$ cat src/rtcal_params.svh
// constants for the alarm register set
`ifndef RTCAL_PARAMS_SVH
`define RTCAL_PARAMS_SVH
`define RTCAL_ADDR_WK_MIN    4'h8
`define RTCAL_ADDR_WK_HOUR   4'h9
`define RTCAL_ADDR_WK_DAYS   4'hA
`define RTCAL_ADDR_DY_MIN    4'hB
`define RTCAL_ADDR_DY_HOUR   4'hC
`define RTCAL_MIN_MASK       8'h7F
`define RTCAL_HOUR_MASK      8'h3F
`define RTCAL_DAYS_MASK      8'h7F
`define RTCAL_PON_FILL       8'h00
`endif

$ cat src/rtcal_pkg.sv
// types for the alarm register set
package rtcal_pkg;
   typedef logic [7:0] rtcal_byte_t;
   typedef logic [3:0] rtcal_addr_t;
   typedef logic [2:0] rtcal_wday_t;
endpackage

$ cat src/rtcal_alarm.sv
// alarm registers and alarm match logic
// Function
// - weekday mask register at Ah, seven enables, top bit reads zero.
// - enable bit n matches day-of-week code n, codes 0 to 6.
// - all enables clear means weekly alarm never fires.
// - weekly hour bit 5 is pm flag or twenty-hours bit.
// - daily minute register at Bh, BCD minutes, top bit zero.
// - daily hour register at Ch, BCD hours, top two bits zero.
// - daily hour bit 5 is pm flag or twenty-hours bit.
// - twelve-hour midnight is 12, noon is 32.
// - after power-on values are unspecified, reserved bits read zero.
// - an impossible alarm time simply never matches.
// - weekly minute at 8h and hour at 9h registers.
`timescale 1ns/1ns
`include "rtcal_params.svh"
module rtcal_alarm
   import rtcal_pkg::*;
(
   // clock and reset
   input  wire logic        sys_clk_in,
   input  wire logic        reset_in,
   // register access
   input  wire logic        wr_en_in,
   input  wire rtcal_addr_t wr_addr_in,
   input  wire rtcal_byte_t wr_data_in,
   input  wire rtcal_addr_t rd_addr_in,
   output rtcal_byte_t      rd_data_out,
   // current time in the same coding as the alarm registers
   input  wire rtcal_byte_t cur_min_in,
   input  wire rtcal_byte_t cur_hour_in,
   input  wire rtcal_wday_t cur_wday_in,
   // match outputs
   output logic             weekly_match_out,
   output logic             daily_match_out
);
   rtcal_byte_t wk_min, wk_hour, wk_days, dy_min, dy_hour;
   logic        weekly_match, daily_match;
   logic        next_weekly_match, next_daily_match;
   logic        day_enabled;

   // ------------------------------------------------------------
   // register storage
   // ------------------------------------------------------------
   rtcal_regs i_rtcal_regs (
      .sys_clk_in  (sys_clk_in),
      .reset_in    (reset_in),
      .wr_en_in    (wr_en_in),
      .wr_addr_in  (wr_addr_in),
      .wr_data_in  (wr_data_in),
      .rd_addr_in  (rd_addr_in),
      .rd_data_out (rd_data_out),
      .wk_min_out  (wk_min),
      .wk_hour_out (wk_hour),
      .wk_days_out (wk_days),
      .dy_min_out  (dy_min),
      .dy_hour_out (dy_hour)
   );

   // ------------------------------------------------------------
   // match logic
   // ------------------------------------------------------------
   // compare a stored field against the current value under its mask
   function automatic logic field_eq(input rtcal_byte_t a, input rtcal_byte_t b,
                                     input rtcal_byte_t m);
      field_eq = ((a ^ b) & m) == 8'h00;
   endfunction

   always_comb begin
      day_enabled = (cur_wday_in != 3'd7) && wk_days[cur_wday_in];
      next_weekly_match = day_enabled
                          && field_eq(wk_min,  cur_min_in,  `RTCAL_MIN_MASK)
                          && field_eq(wk_hour, cur_hour_in, `RTCAL_HOUR_MASK);
      next_daily_match  = field_eq(dy_min,  cur_min_in,  `RTCAL_MIN_MASK)
                          && field_eq(dy_hour, cur_hour_in, `RTCAL_HOUR_MASK);
   end

   always_ff @(posedge sys_clk_in) begin
      if (reset_in) begin
         weekly_match <= 1'b0;
         daily_match  <= 1'b0;
      end else begin
         weekly_match <= next_weekly_match;
         daily_match  <= next_daily_match;
      end
   end

   assign weekly_match_out = weekly_match;
   assign daily_match_out  = daily_match;
endmodule // rtcal_alarm

$ cat src/rtcal_regs.sv
// alarm register storage with registered read data
`timescale 1ns/1ns
`include "rtcal_params.svh"
module rtcal_regs
   import rtcal_pkg::*;
(
   // clock and reset
   input  wire logic        sys_clk_in,
   input  wire logic        reset_in,
   // write port
   input  wire logic        wr_en_in,
   input  wire rtcal_addr_t wr_addr_in,
   input  wire rtcal_byte_t wr_data_in,
   // read port
   input  wire rtcal_addr_t rd_addr_in,
   output rtcal_byte_t      rd_data_out,
   // stored values
   output rtcal_byte_t      wk_min_out,
   output rtcal_byte_t      wk_hour_out,
   output rtcal_byte_t      wk_days_out,
   output rtcal_byte_t      dy_min_out,
   output rtcal_byte_t      dy_hour_out
);
   rtcal_byte_t wk_min, wk_hour, wk_days, dy_min, dy_hour, rd_data;
   rtcal_byte_t next_wk_min, next_wk_hour, next_wk_days, next_dy_min, next_dy_hour;
   rtcal_byte_t next_rd_data;

   always_comb begin
      next_wk_min  = wk_min;
      next_wk_hour = wk_hour;
      next_wk_days = wk_days;
      next_dy_min  = dy_min;
      next_dy_hour = dy_hour;
      if (wr_en_in) begin
         unique case (wr_addr_in)
            `RTCAL_ADDR_WK_MIN:  next_wk_min  = wr_data_in & `RTCAL_MIN_MASK;
            `RTCAL_ADDR_WK_HOUR: next_wk_hour = wr_data_in & `RTCAL_HOUR_MASK;
            `RTCAL_ADDR_WK_DAYS: next_wk_days = wr_data_in & `RTCAL_DAYS_MASK;
            `RTCAL_ADDR_DY_MIN:  next_dy_min  = wr_data_in & `RTCAL_MIN_MASK;
            `RTCAL_ADDR_DY_HOUR: next_dy_hour = wr_data_in & `RTCAL_HOUR_MASK;
            default: ;
         endcase
      end
      unique case (rd_addr_in)
         `RTCAL_ADDR_WK_MIN:  next_rd_data = wk_min;
         `RTCAL_ADDR_WK_HOUR: next_rd_data = wk_hour;
         `RTCAL_ADDR_WK_DAYS: next_rd_data = wk_days;
         `RTCAL_ADDR_DY_MIN:  next_rd_data = dy_min;
         `RTCAL_ADDR_DY_HOUR: next_rd_data = dy_hour;
         default:             next_rd_data = 8'h00;
      endcase
   end

   always_ff @(posedge sys_clk_in) begin
      if (reset_in) begin
         wk_min  <= `RTCAL_PON_FILL;
         wk_hour <= `RTCAL_PON_FILL;
         wk_days <= `RTCAL_PON_FILL;
         dy_min  <= `RTCAL_PON_FILL;
         dy_hour <= `RTCAL_PON_FILL;
         rd_data <= 8'h00;
      end else begin
         wk_min  <= next_wk_min;
         wk_hour <= next_wk_hour;
         wk_days <= next_wk_days;
         dy_min  <= next_dy_min;
         dy_hour <= next_dy_hour;
         rd_data <= next_rd_data;
      end
   end

   assign rd_data_out = rd_data;
   assign wk_min_out  = wk_min;
   assign wk_hour_out = wk_hour;
   assign wk_days_out = wk_days;
   assign dy_min_out  = dy_min;
   assign dy_hour_out = dy_hour;
endmodule // rtcal_regs
$ cat config.mk
export PLATFORM = sky130hd
export DESIGN_NAME = rtcal_alarm
export DESIGN_NICKNAME = d
export VERILOG_FILES = /design/src/rtcal_pkg.sv /design/src/rtcal_alarm.sv /design/src/rtcal_regs.sv
export VERILOG_INCLUDE_DIRS = /design/src
export SDC_FILE = /design/constraint.sdc
export NUM_CORES = 1
export LEC_CHECK = 0
export ABC_AREA = 1
export BUFFER_PORTS_ARGS = -buffer_cell sky130_fd_sc_hd__buf_2
export CAP_MARGIN = 20
export CORE_ASPECT_RATIO = 1.25
export CORE_MARGIN = 4
export CORE_UTILIZATION = 50
export CTS_CLUSTER_DIAMETER = 100
export DETAILED_ROUTE_END_ITERATION = 10
export PLACE_DENSITY_LB_ADDON = 0.2
export SYNTH_ARGS = -nofsm -noshare
export SYNTH_HDL_FRONTEND = slang
export SYNTH_SLANG_ARGS = --single-unit
export TNS_END_PERCENT = 5
$ cat constraint.sdc
create_clock -name sys_clk_in -period 1.4 [get_ports sys_clk_in]
set_input_delay 0.42 -clock sys_clk_in [delete_from_list [all_inputs] [get_ports sys_clk_in]]
set_output_delay 0.42 -clock sys_clk_in [all_outputs]
set_load 0.005 [all_outputs]
==> metrics.log, run 1 <==
INFO  metric status = complete, no violations
INFO  metric cts.repair.resized = 0
INFO  metric syn_inst = 350
INFO  metric cts_setup_buffers = 0
INFO  metric synth_top_area_cells = sky130_fd_sc_hd__dfxtp_1 37%, sky130_fd_sc_hd__nand2_1 15%, sky130_fd_sc_hd__inv_1 9.0%
INFO  metric critical_path.max_stage_delay = 0.30 ns
INFO  metric drt_pass1_iterations = 4
INFO  metric tritoncts_num_sinks = 42
INFO  metric power.density_cell_area = 889 mW/mm^2
INFO  metric grt_first_pass_wirelength = 10.5 mm
INFO  metric die_h = 82.9 um
INFO  metric crit_fanout = 1
INFO  metric synthesis.nets = 388
INFO  metric clock_latency = 0.30 ns
INFO  metric overflow_left_after_global_routing = 0
INFO  metric avgRoutedWirePerCell = 13.2 um
INFO  metric cpMaxStageDelayCell = sky130_fd_sc_hd__dfxtp_1
INFO  metric cts.hold.buffers_added = 0
INFO  metric cts.path.max_buffers = 2
INFO  metric ir_drop = 0.480 mV
INFO  metric timing.final.crit_period = 1.14 ns
INFO  metric detailedPlacementHpwl = 4.73 mm
INFO  metric tritoncts.num_buffers = 5
INFO  metric endpoint_kind = output port
INFO  metric clk_pin_slew_worst_paths = 0.08 ns
INFO  metric critPathRequiredTime = 0.98 ns
INFO  metric crit_type = reg -> out
INFO  metric drt_wl_total = 6.06 mm
INFO  metric path_buf_inv = 1
INFO  metric fin_tns_setup = 0 ns
INFO  metric hold_viol = 0
INFO  metric path_cells = buf_2
INFO  metric io-pin-count = 48
INFO  metric fmaxAchievable = 0.881 GHz
INFO  metric fin_crit_share = 81.1%
INFO  metric grt_pass1_vias = 2382
INFO  metric grt_start_max_net_pins = 19
INFO  metric detail_route.drc_violations = 0
INFO  metric worst_hold_path_type = in -> reg
INFO  metric ys_warn_count = 0
INFO  metric power.static_leakage = 0.00122 uW
INFO  metric cap_viol_max_count = 0
INFO  metric yosys.area.top_type = sky130_fd_sc_hd__dfxtp_1
INFO  metric setup_viol = 0
INFO  metric initial_utilization = 51.5%
INFO  metric netlist_area = 0.00224 sq mm
INFO  metric finalNetCount = 437
INFO  metric startpoint_type = flip-flop
INFO  metric clock_root_buffer = sky130_fd_sc_hd__clkbuf_8
INFO  metric critical-path-top-delay-family = flip-flops
INFO  metric post_synth.cell_area_avg = 6.41 sq um
INFO  metric report.final.slew_viol_count = 0
INFO  metric areaGrowthSynthToFinish = 18.4%
INFO  metric detail_route.vias_per_cell = 5.26
INFO  metric cts-htree-levels = 2
INFO  metric row_count = 27
INFO  metric cp.arrival = 0.72 ns
INFO  metric finClkSkew = 0.00308 ns
INFO  metric die_area = 0.00563 sq mm
INFO  metric utilization = 61.0%
INFO  metric rsz0062_at_grt = no
INFO  metric drt.antenna.violating_nets = 0
INFO  metric initial_antenna_violation_count = 0
INFO  metric core_area = 0.00436 sq mm
INFO  metric place.gp.congestion = 0.869
INFO  metric die_w = 67.9 um
INFO  metric drc_marker_count_from_the_first_detailed_route_iteration = 176
INFO  metric drive_gt1_share = 17.8%
INFO  metric synth_top_cell_area_share = 37.5%
INFO  metric detailroute.via_count = 2409
INFO  metric synth.yosys.seq_area_share = 37.5%
INFO  metric insertedDiodeCount = 0
INFO  metric placement.io_buffers = 42
INFO  metric synth_seq_cells = 42
INFO  metric tritoncts = built
INFO  metric track_usage = 24.3%
INFO  metric yosys.cell_types.count = 21
[worst register-to-register path, cell delays in order (launching register included)]
cell	delay, ns
sky130_fd_sc_hd__dfxtp_1	0.38
sky130_fd_sc_hd__inv_1	0.07
sky130_fd_sc_hd__a21oi_1	0.13
sky130_fd_sc_hd__nand3_1	0.10
sky130_fd_sc_hd__nor2_1	0.16
sky130_fd_sc_hd__nand2_1	0.09
sky130_fd_sc_hd__nor2_1	0.10
[cells by family after synthesis]
family / share of synthesized area (%)
and+or+nand+nor: 31.3
other: 0.167
xor gates and xnor gates: 0.781
buffers and inverters: 12.7
DFF: 37.5
AOI/OAI and AO/OA: 17.5
[power breakdown]
group	switching (uW)	internal, uW	leakage [uW]
Combinational	194	119	0.000830
Clock	418	398	0.0000482
Sequential	16.5	1220	0.000340
Total	628	1730	0.00122
[synth_stat cells]
| cell type | n |
|---|---|
| sky130_fd_sc_hd__nand2_1 | 87 |
| sky130_fd_sc_hd__buf_6 | 1 |
| sky130_fd_sc_hd__o211ai_1 | 2 |
| sky130_fd_sc_hd__buf_4 | 1 |
| sky130_fd_sc_hd__dfxtp_1 | 42 |
| sky130_fd_sc_hd__o21ai_0 | 32 |
| sky130_fd_sc_hd__nand3_1 | 16 |
| sky130_fd_sc_hd__xor2_1 | 2 |
| sky130_fd_sc_hd__o22ai_1 | 2 |
| sky130_fd_sc_hd__nor2_1 | 28 |
| sky130_fd_sc_hd__inv_1 | 54 |
| sky130_fd_sc_hd__inv_2 | 3 |
| sky130_fd_sc_hd__clkbuf_1 | 2 |
| sky130_fd_sc_hd__nand4_1 | 21 |
| sky130_fd_sc_hd__nor2_4 | 3 |
| sky130_fd_sc_hd__buf_2 | 9 |
| sky130_fd_sc_hd__o21ai_1 | 5 |
| sky130_fd_sc_hd__conb_1 | 1 |
| sky130_fd_sc_hd__nor3_2 | 2 |
| sky130_fd_sc_hd__nor2_2 | 1 |
| sky130_fd_sc_hd__a21oi_1 | 36 |
[flip-flops by register name (all words and copies together) (netlist names)]
signal / count
i_rtcal_regs.wk_min_out: 7
i_rtcal_regs.dy_min_out: 7
i_rtcal_regs.wk_hour_out: 6
i_rtcal_regs.wk_days_out: 7
i_rtcal_regs.rd_data_out: 7
i_rtcal_regs.dy_hour_out: 6
daily_match_out: 1
weekly_match_out: 1
[metal layers]
| layer | part of all wire, % | GRT usage, % | wire length, um | vias up |
|---|---|---|---|---|
| met1 | 41 | 30.1 | 2490 | 1097 |
| met4 | 3.8 | 11.8 | 228 | 0 |
| li1 | - | - | - | 1224 |
| met5 | 0 | 0 | 0 | - |
| met2 | 49 | 38.4 | 2940 | 71 |
| met3 | 6.5 | 5.95 | 397 | 17 |
[layout by cell type (no fill, tap or decap)]
cell | Yosys | final
sky130_fd_sc_hd__nand2_1 | 87 | 87
sky130_fd_sc_hd__inv_1 | 54 | 54
sky130_fd_sc_hd__a21oi_1 | 36 | 36
sky130_fd_sc_hd__dfxtp_1 | 42 | 42
sky130_fd_sc_hd__buf_12 | 0 | 1
sky130_fd_sc_hd__nor3_2 | 2 | 2
sky130_fd_sc_hd__xor2_1 | 2 | 2
sky130_fd_sc_hd__nand3_1 | 16 | 16
sky130_fd_sc_hd__conb_1 | 1 | 1
sky130_fd_sc_hd__inv_2 | 3 | 3
sky130_fd_sc_hd__o21ai_0 | 32 | 32
sky130_fd_sc_hd__nor2_1 | 28 | 28
sky130_fd_sc_hd__buf_4 | 1 | 12
sky130_fd_sc_hd__nor2_2 | 1 | 1
sky130_fd_sc_hd__o22ai_1 | 2 | 2
sky130_fd_sc_hd__buf_2 | 9 | 42
sky130_fd_sc_hd__clkbuf_8 | 0 | 6
sky130_fd_sc_hd__nor2_4 | 3 | 3
sky130_fd_sc_hd__o211ai_1 | 2 | 2
sky130_fd_sc_hd__o21ai_1 | 5 | 5
sky130_fd_sc_hd__clkinv_2 | 0 | 1
sky130_fd_sc_hd__clkbuf_1 | 2 | 1
sky130_fd_sc_hd__nand4_1 | 21 | 21
[stage by stage]
step	hold slack, ns	setup WS [ns]	total power (uW)	instances	instance area (sq um)
floorplan	0.444	0.208	1430	350	2240
global placement	0.461	0.0566	1560	450	2560
detailed placement	0.462	0.0186	1570	450	2560
CTS	0.345	0.251	2380	458	2660
global route	0.373	0.141	2490	458	2660
finish	0.353	0.265	2360	458	2660
[final timing paths]
path | cells past startpoint | start | slack (ns) | endpoint
max | 1 | weekly_match_out$_SDFF_PP0_ | 0.26 | weekly_match_out
min | 2 | reset_in | 0.35 | i_rtcal_regs.rd_data_out[0]$_SDFF_PP0_
max reg2reg | 6 | i_rtcal_regs.dy_min_out[1]$_SDFFE_PP0P_ | 0.32 | daily_match_out$_SDFF_PP0_
min reg2reg | 2 | i_rtcal_regs.wk_days_out[1]$_SDFFE_PP0P_ | 0.47 | i_rtcal_regs.wk_days_out[1]$_SDFFE_PP0P_
[final cells by class]
cell class	count	area [sq um]
fillers	474	1700
clock inverters	1	5.00
clock buffers	7	86.3
multi-input cells	238	1120
flip-flops and latches	42	841
inverters	57	214
well taps	58	72.6
repair buffers	55	320
(Power assumes the default switching activity.)
==> inputs of run 2 (changes only) <==
CORE_UTILIZATION = 49   (was 50)
clock period = 1 ns   (was 1.4 ns; I/O delays follow)
==> run 2 against run 1 <==
- the flow now finishes with violations (setup timing)
- global-route usage decreased by 0.65 points
- clock power increased by 30%
- non-clock buffer count is 25 higher
- clock skew is 0.0013 ns higher
- final cell count is 5.2% higher
- sequential power is 41% higher
- sequential share of layout area down 2.4 points
- largest power group unchanged
- critical path depth is 7 higher
- routed wire length is 6.0% higher
- largest cell class unchanged
- flip-flop and latch count unchanged
==> metrics.log, run 2 (synthesized netlist as in run 1, its figures left out) <==
INFO  metric status = finished, violations left
INFO  metric violated_checks = setup timing
INFO  metric power.density_cell_area = 1130 mW/mm^2 (+27%)
INFO  metric cp.arrival = 1.28 ns (+0.56 ns)
INFO  metric tritoncts_num_sinks = 42 (unchanged)
INFO  metric crit_fanout = 3 (+2)
INFO  metric globalRouteMet3Util = 3.10% (-2.9 points)
INFO  metric finalNetCount = 462 (+5.7%)
INFO  metric fin_crit_share = 103%
INFO  metric fillCellCount = 401 (-15%)
INFO  metric final_area = 0.00292 sq mm (+10%)
INFO  metric hold_viol = 0 (unchanged)
INFO  metric busiest_grt_layer = met2
INFO  metric grt_util_met1 = 29.7% (-0.39 points)
INFO  metric place.gp.congestion = 0.891 (+2.4%)
INFO  metric placement.io_buffers = 42 (unchanged)
INFO  metric fin_tns_setup = -0.164 ns (-0.164 ns)
INFO  metric grt.met2_usage = 38.4% (-0.040 points)
INFO  metric detailroute.via_count = 2504 (+3.9%)
INFO  metric critPathRequiredTime = 1.24 ns (+0.26 ns)
INFO  metric cap_viol_max_count = 0 (unchanged)
INFO  metric detail_route.vias_per_cell = 5.20 (-1.2%)
INFO  metric pre_cts_slack = -0.361 ns (-0.380 ns)
INFO  metric timing.final.crit_period = 1.03 ns
INFO  metric die_h = 83.7 um (+0.92%)
INFO  metric report.final.slew_viol_count = 0 (unchanged)
INFO  metric die_area = 0.00573 sq mm (+1.8%)
INFO  metric core_area = 0.00443 sq mm (+1.6%)
INFO  metric cpMaxStageDelayCell = sky130_fd_sc_hd__dfxtp_2
INFO  metric tritoncts = built
INFO  metric worst_hold_path_type = in -> reg
INFO  metric row_count = 27 (unchanged)
INFO  metric overflow_left_after_global_routing = 0 (unchanged)
INFO  metric insertedDiodeCount = 0 (unchanged)
INFO  metric grt_first_pass_wirelength = 10.5 mm (-0.13%)
INFO  metric path_buf_inv = 1 (unchanged)
INFO  metric drc_marker_count_from_the_first_detailed_route_iteration = 194 (+10%)
INFO  metric utilization = 66.0% (+5.1 points)
INFO  metric drt_pass1_iterations = 5 (+1)
INFO  metric critical_path.max_stage_delay = 0.35 ns (+0.05 ns)
INFO  metric clock_root_buffer = sky130_fd_sc_hd__clkbuf_8
INFO  metric drt_wl_total = 6.43 mm (+6.0%)
INFO  metric crit_type = reg -> reg
INFO  metric clk_pin_slew_worst_paths = 0.08 ns (about the same)
INFO  metric grt_pass1_vias = 2394 (+0.50%)
INFO  metric critical-path-top-delay-family = simple AND/OR/NAND/NOR gates
INFO  metric drt.antenna.violating_nets = 0 (unchanged)
INFO  metric finClkSkew = 0.00438 ns (+0.00130 ns)
INFO  metric layout_common_cells = 80 x sky130_fd_sc_hd__nand2_1, 49 x sky130_fd_sc_hd__inv_1, 41 x sky130_fd_sc_hd__buf_2
INFO  metric detail_route.drc_violations = 0 (unchanged)
INFO  metric setup_viol = 11 (+11)
INFO  metric drive_gt1_share = 30.0% (+12 points)
INFO  metric cts.hold.buffers_added = 0 (unchanged)
INFO  metric avgRoutedWirePerCell = 13.3 um (+0.71%)
INFO  metric rsz0062_at_grt = yes
INFO  metric areaGrowthSynthToFinish = 30.3%
INFO  metric tritoncts.num_buffers = 5 (unchanged)
INFO  metric io-pin-count = 48 (unchanged)
INFO  metric ir_drop = 0.667 mV (+39%)
INFO  metric clock_latency = 0.30 ns (about the same)
INFO  metric finalWorstSetupSlack = -0.0344 ns (-0.299 ns)
INFO  metric track_usage = 23.7% (-0.65 points)
INFO  metric mostFrequentLayoutCell = sky130_fd_sc_hd__nand2_1
INFO  metric placedInstanceArea = 0.00278 sq mm (+8.2%)
INFO  metric cts.path.max_buffers = 2 (unchanged)
INFO  metric fmaxAchievable = 0.967 GHz
INFO  metric grt_start_max_net_pins = 17 (-2)
INFO  metric initial_antenna_violation_count = 0 (unchanged)
INFO  metric cpMostUsedCell = sky130_fd_sc_hd__nand2_1
INFO  metric detailedPlacementHpwl = 4.92 mm (+3.9%)
INFO  metric endpoint_kind = flip-flop
INFO  metric cts-htree-levels = 2 (unchanged)
INFO  metric post-layout-total-power = 3310 uW (+40%)
INFO  metric path_cells = inv_2, nand2_1, nand2_1, nor2_1, nand2_1, nor2_1, nand2_1, nor2_1
INFO  metric power.static_leakage = 0.00137 uW (+12%)
INFO  metric initial_utilization = 50.7% (-0.79 points)
INFO  metric die_w = 68.5 um (+0.90%)
INFO  metric startpoint_type = flip-flop
==> run 2: cell count changes in the layout (fill, tap and decap cells not counted), sizes merged <==
cell	delta
clkinv	+1
clkbuf	-2
buf	+25
==> run 2: cell type report <==
class | count | area (sq um) | share of cell area, %
Multi-Input combinational cell | 238 | 1190 | 40.6
Sequential cell | 42 | 856 | 29.3
Clock buffer | 5 | 68.8 | 2.35
Inverter | 57 | 214 | 7.32
Tap cell | 58 | 72.6 | 2.48
Timing Repair Buffer | 80 | 514 | 17.6
Clock inverter | 2 | 10.0 | 0.342
==> run 2: path summary, 6_finish.rpt <==
kind	start	endpoint	slack, ns	depth (start not counted)
setup / recovery	i_rtcal_regs.wk_min_out[4]$_SDFFE_PP0P_	weekly_match_out$_SDFF_PP0_	-0.03	8
hold / removal	reset_in	i_rtcal_regs.rd_data_out[0]$_SDFF_PP0_	0.23	2
setup reg to reg	i_rtcal_regs.wk_min_out[4]$_SDFFE_PP0P_	weekly_match_out$_SDFF_PP0_	-0.03	8
hold reg to reg	i_rtcal_regs.wk_min_out[4]$_SDFFE_PP0P_	i_rtcal_regs.wk_min_out[4]$_SDFFE_PP0P_	0.47	2
==> run 2: where the power goes <==
| part | total (uW) | internal, uW | switching, uW |
|---|---|---|---|
| logic | 527 | 219 | 308 |
| registers | 1730 | 1700 | 22.1 |
| clock network | 1060 | 469 | 587 |
| total | 3310 | 2390 | 917 |
==> run 2: metal layers <==
layer  vias to the layer above  share of wire, %  wire length [um]
met1                      1133                42              2720
met2                        80                49              3150
met4                         0               2.6               170
li1                       1278                 -                 -
met3                        13               6.1               395
met5                         -                 0                 0
==> run 2: stage by stage <==
stage / instances / hold slack (ns)
5_1_grt: 482 / 0.232
4_1_cts: 481 / 0.226
6_report: 482 / 0.230
3_3_place_gp: 474 / 0.460
3_5_place_dp: 474 / 0.466
2_1_floorplan: 350 / 0.444
==> run 2: worst register-to-register path, stage by stage, from the launching register on <==
cell and delay, ns:
sky130_fd_sc_hd__dfxtp_2 0.35, sky130_fd_sc_hd__inv_2 0.04, sky130_fd_sc_hd__nand2_1 0.04, sky130_fd_sc_hd__nand2_1 0.05
sky130_fd_sc_hd__nor2_1 0.11, sky130_fd_sc_hd__nand2_1 0.08, sky130_fd_sc_hd__nor2_1 0.11, sky130_fd_sc_hd__nand2_1 0.09
sky130_fd_sc_hd__nor2_1 0.10
==> run 2: repair_timing <==
action                                  in CTS  in global routing
endpoints found under the setup margin      16                 29
pin swaps                                    1                 11
resized for setup                            6                 31
setup buffers                                0                  1
==> inputs of run 3 (changes only) <==
CORE_UTILIZATION = 50   (was 49)
SYNTH_HIERARCHICAL = 1   (was not set)
==> run 3 against run 2 <==
- the run still ends with setup timing left
- via count grew 3.8%
- hold slack gained 0.081 ns
- combinational power shrank 6.6%
- sequential share of layout area shrank 0.20 points
- register-to-register slack gained 0.04 ns
- non-clock buffer count shrank 5
- synthesized area grew 7.7%
- die area grew 4.9%
- first-iteration DRC count shrank 15%
- critical path type is now reg -> out
- critical endpoint is now rd_data_out[2]
- largest cell class unchanged
==> metrics.log, run 3 <==
INFO  metric status = finished, violations left
INFO  metric violated_checks = setup timing
INFO  metric clock_latency = 0.29 ns (about the same)
INFO  metric clk_pin_slew_worst_paths = 0.08 ns (about the same)
INFO  metric finalNetCount = 487 (+5.4%)
INFO  metric power_switching = 886 uW (-3.4%)
INFO  metric areaGrowthSynthToFinish = 22.9%
INFO  metric layout_common_cells = 95 x sky130_fd_sc_hd__nand2_1, 55 x sky130_fd_sc_hd__nor2_1, 53 x sky130_fd_sc_hd__nand3_1
INFO  metric endpoint_kind = output port
INFO  metric detailedPlacementHpwl = 5.30 mm (+7.7%)
INFO  metric avgRoutedWirePerCell = 13.1 um (-1.9%)
INFO  metric place.gp.congestion = 0.960 (+7.7%)
INFO  metric post-layout-total-power = 3250 uW (-1.6%)
INFO  metric cp.arrival = 0.72 ns (-0.56 ns)
INFO  metric critPathRequiredTime = 0.70 ns (-0.54 ns)
INFO  metric tritoncts_num_sinks = 42 (unchanged)
INFO  metric r2r_start = i_rtcal_regs/wk_min_out[5]$_SDFFE_PP0P_
INFO  metric placedInstanceArea = 0.00285 sq mm (+2.8%)
INFO  metric holdPathStages = 3 (+1)
INFO  metric power.density_cell_area = 1100 mW/mm^2 (-3.2%)
INFO  metric power.static_leakage = 0.00140 uW (+2.2%)
INFO  metric drt_wl_total = 6.66 mm (+3.6%)
INFO  metric fmaxAchievable = 0.980 GHz (+1.4%)
INFO  metric drt_pass1_iterations = 6 (+1)
INFO  metric ir_drop = 0.916 mV (+37%)
INFO  metric finalWorstSetupSlack = -0.0203 ns (+0.0141 ns)
INFO  metric critical_path.max_stage_delay = 0.31 ns (-0.04 ns)
INFO  metric netlist_area = 0.00242 sq mm (+7.7%)
INFO  metric drt.antenna.violating_nets = 0 (unchanged)
INFO  metric row_count = 28 (+3.7%)
INFO  metric detail_route.vias_per_cell = 5.10 (-1.7%)
INFO  metric ys_warn_count = 6 (+6)
INFO  metric cts_setup_buffers = 0 (unchanged)
INFO  metric overflow_left_after_global_routing = 0 (unchanged)
INFO  metric worst_hold_startpoint = wr_data_in[6]
INFO  metric share_seq_of_total_power = 52.7% (+0.5 points)
INFO  metric path_cells = buf_2
INFO  metric place.detailed.instances = 502 (+5.9%)
INFO  metric tritoncts = built
INFO  metric hold_viol = 0 (unchanged)
INFO  metric track_usage = 23.0% (-0.62 points)
INFO  metric timing.final.crit_period = 1.02 ns (-0.0141 ns)
INFO  metric fin_cells = 509 (+5.6%)
INFO  metric crit_type = reg -> out
INFO  metric mostFrequentLayoutCell = sky130_fd_sc_hd__nand2_1
INFO  metric die_w = 70.2 um (+2.4%)
INFO  metric io-pin-count = 48 (unchanged)
INFO  metric cts.path.max_buffers = 2 (unchanged)
INFO  metric finClkSkew = 0.00319 ns (-0.00119 ns)
INFO  metric fin_crit_share = 102% (-1.4 points)
INFO  metric critical-path-top-delay-family = flip-flops
INFO  metric drive_gt1_share = 26.1% (-3.9 points)
INFO  metric pwr-share-clk = 32.1% (+0.2 points)
INFO  metric core_area = 0.00469 sq mm (+6.1%)
INFO  metric seqCellArea = 863 sq um (+0.88%)
INFO  metric detailroute.via_count = 2598 (+3.8%)
INFO  metric report.final.slew_viol_count = 0 (unchanged)
INFO  metric grt_pass1_vias = 2367 (-1.1%)
INFO  metric drc_marker_count_from_the_first_detailed_route_iteration = 165 (-15%)
INFO  metric setup_viol = 9 (-2)
INFO  metric placement.io_buffers = 42 (unchanged)
INFO  metric initial_utilization = 51.5% (+0.77 points)
INFO  metric clock_root_buffer = sky130_fd_sc_hd__clkbuf_8
INFO  metric timing.hold.ws = 0.311 ns (+0.0813 ns)
INFO  metric startpoint_type = flip-flop
INFO  metric power.combinational.fraction = 15.1% (-0.8 points)
INFO  metric die_h = 85.7 um (+2.5%)
INFO  metric fillCellCount = 470 (+17%)
INFO  metric cts-htree-levels = 2 (unchanged)
INFO  metric cap_viol_max_count = 0 (unchanged)
INFO  metric cts.hold.buffers_added = 0 (unchanged)
INFO  metric synthesis.nets = 419 (+8.0%)
INFO  metric multi_input_area = 0.00131 sq mm (+10%)
INFO  metric initial_antenna_violation_count = 0 (unchanged)
INFO  metric reg2reg_slack = 0.01 ns (+0.04 ns)
INFO  metric switching_share = 27.2% (-0.48 points)
INFO  metric grt_start_max_net_pins = 27 (+10)
INFO  metric crit_fanout = 1 (-2)
INFO  metric insertedDiodeCount = 0 (unchanged)
INFO  metric rsz0062_at_grt = yes
INFO  metric cpMaxStageDelayCell = sky130_fd_sc_hd__dfxtp_2
INFO  metric post_synth.cell_area_avg = 6.34 sq um (-1.1%)
INFO  metric reg2regPathDepth = 8 (unchanged)
INFO  metric worst_hold_path_type = in -> reg
INFO  metric path_buf_inv = 1 (unchanged)
INFO  metric reg2reg_to = weekly_match_out$_SDFF_PP0_
INFO  metric hold_path_end = i_rtcal_regs/wk_min_out[6]$_SDFFE_PP0P_
INFO  metric final_area = 0.00297 sq mm (+1.6%)
INFO  metric power.internal = 2370 uW (-0.99%)
INFO  metric detail_route.drc_violations = 0 (unchanged)
INFO  metric die_area = 0.00602 sq mm (+4.9%)
INFO  metric tritoncts.num_buffers = 5 (unchanged)
INFO  metric grt_first_pass_wirelength = 10.9 mm (+4.3%)
INFO  metric syn_inst = 381 (+8.9%)
-- run 3: cell count changes in the layout (fill, tap and decap cells not counted), sizes merged, moves of 4 or more --
cell / change
nand3: +38
nor2: +32
o21ai: -22
a21oi: -16
nand2: +10
inv: -8
nand4: -6
buf: -5
or2: +4
-- run 3: area by class of cell --
type                    instances  area share, %
well taps                      60           2.53
repair buffers                 75           15.4
flip-flops and latches         42           29.1
inverters                      49           6.28
clock inverters                 1          0.253
multi-input cells             276           44.0
clock buffers                   6           2.44
-- run 3: repair_timing --
action | in CTS | in global routing
gates resized for setup | 11 | 12
pin swaps | 0 | 1
cloned | 0 | 0
hold endpoints to repair | 0 | 0
setup endpoints to repair | 10 | 26
-- run 3: how the worst max path moves through the flow --
stage	from	end	cells after the start	slack (ns)
floorplan	rd_addr_in[3]	i_rtcal_regs/rd_data_out[3]$_SDFF_PP0_	8	-0.02
global placement	rd_addr_in[1]	i_rtcal_regs/rd_data_out[6]$_SDFF_PP0_	7	-0.22
detailed placement	wr_en_in	i_rtcal_regs/dy_min_out[4]$_SDFFE_PP0P_	6	-0.25
CTS	i_rtcal_regs/rd_data_out[2]$_SDFF_PP0_	rd_data_out[2]	1	-0.03
global route	i_rtcal_regs/wk_hour_out[1]$_SDFFE_PP0P_	weekly_match_out$_SDFF_PP0_	8	-0.08
finish	i_rtcal_regs/rd_data_out[2]$_SDFF_PP0_	rd_data_out[2]	1	-0.02
-- run 3: metrics by stage --
step	TNS, ns	worst slack (ns)	util, %
2_1_floorplan	-0.0549	-0.0152	-
3_3_place_gp	-6.21	-0.221	60.8
3_5_place_dp	-6.66	-0.250	60.8
4_1_cts	-0.158	-0.0263	62.8
5_1_grt	-0.510	-0.0751	63.2
6_report	-0.0666	-0.0203	63.2
-- run 3: routing by layer --
layer	share of wire [%]	wire length, um	global-route usage, %
met1	42	2770	28.1
met2	47	3110	37.7
met3	6.4	423	3.40
met4	5.2	349	14.8
met5	0	0	0
-- run 3: power by group through the flow --
stage | combinational (uW) | clock, uW | sequential [uW]
after floorplan | 298 | 0 | 1750
after global placement | 473 | 0 | 1760
after detailed placement | 482 | 0 | 1760
after CTS | 484 | 1080 | 1720
after global routing | 552 | 1150 | 1720
final | 492 | 1050 | 1720
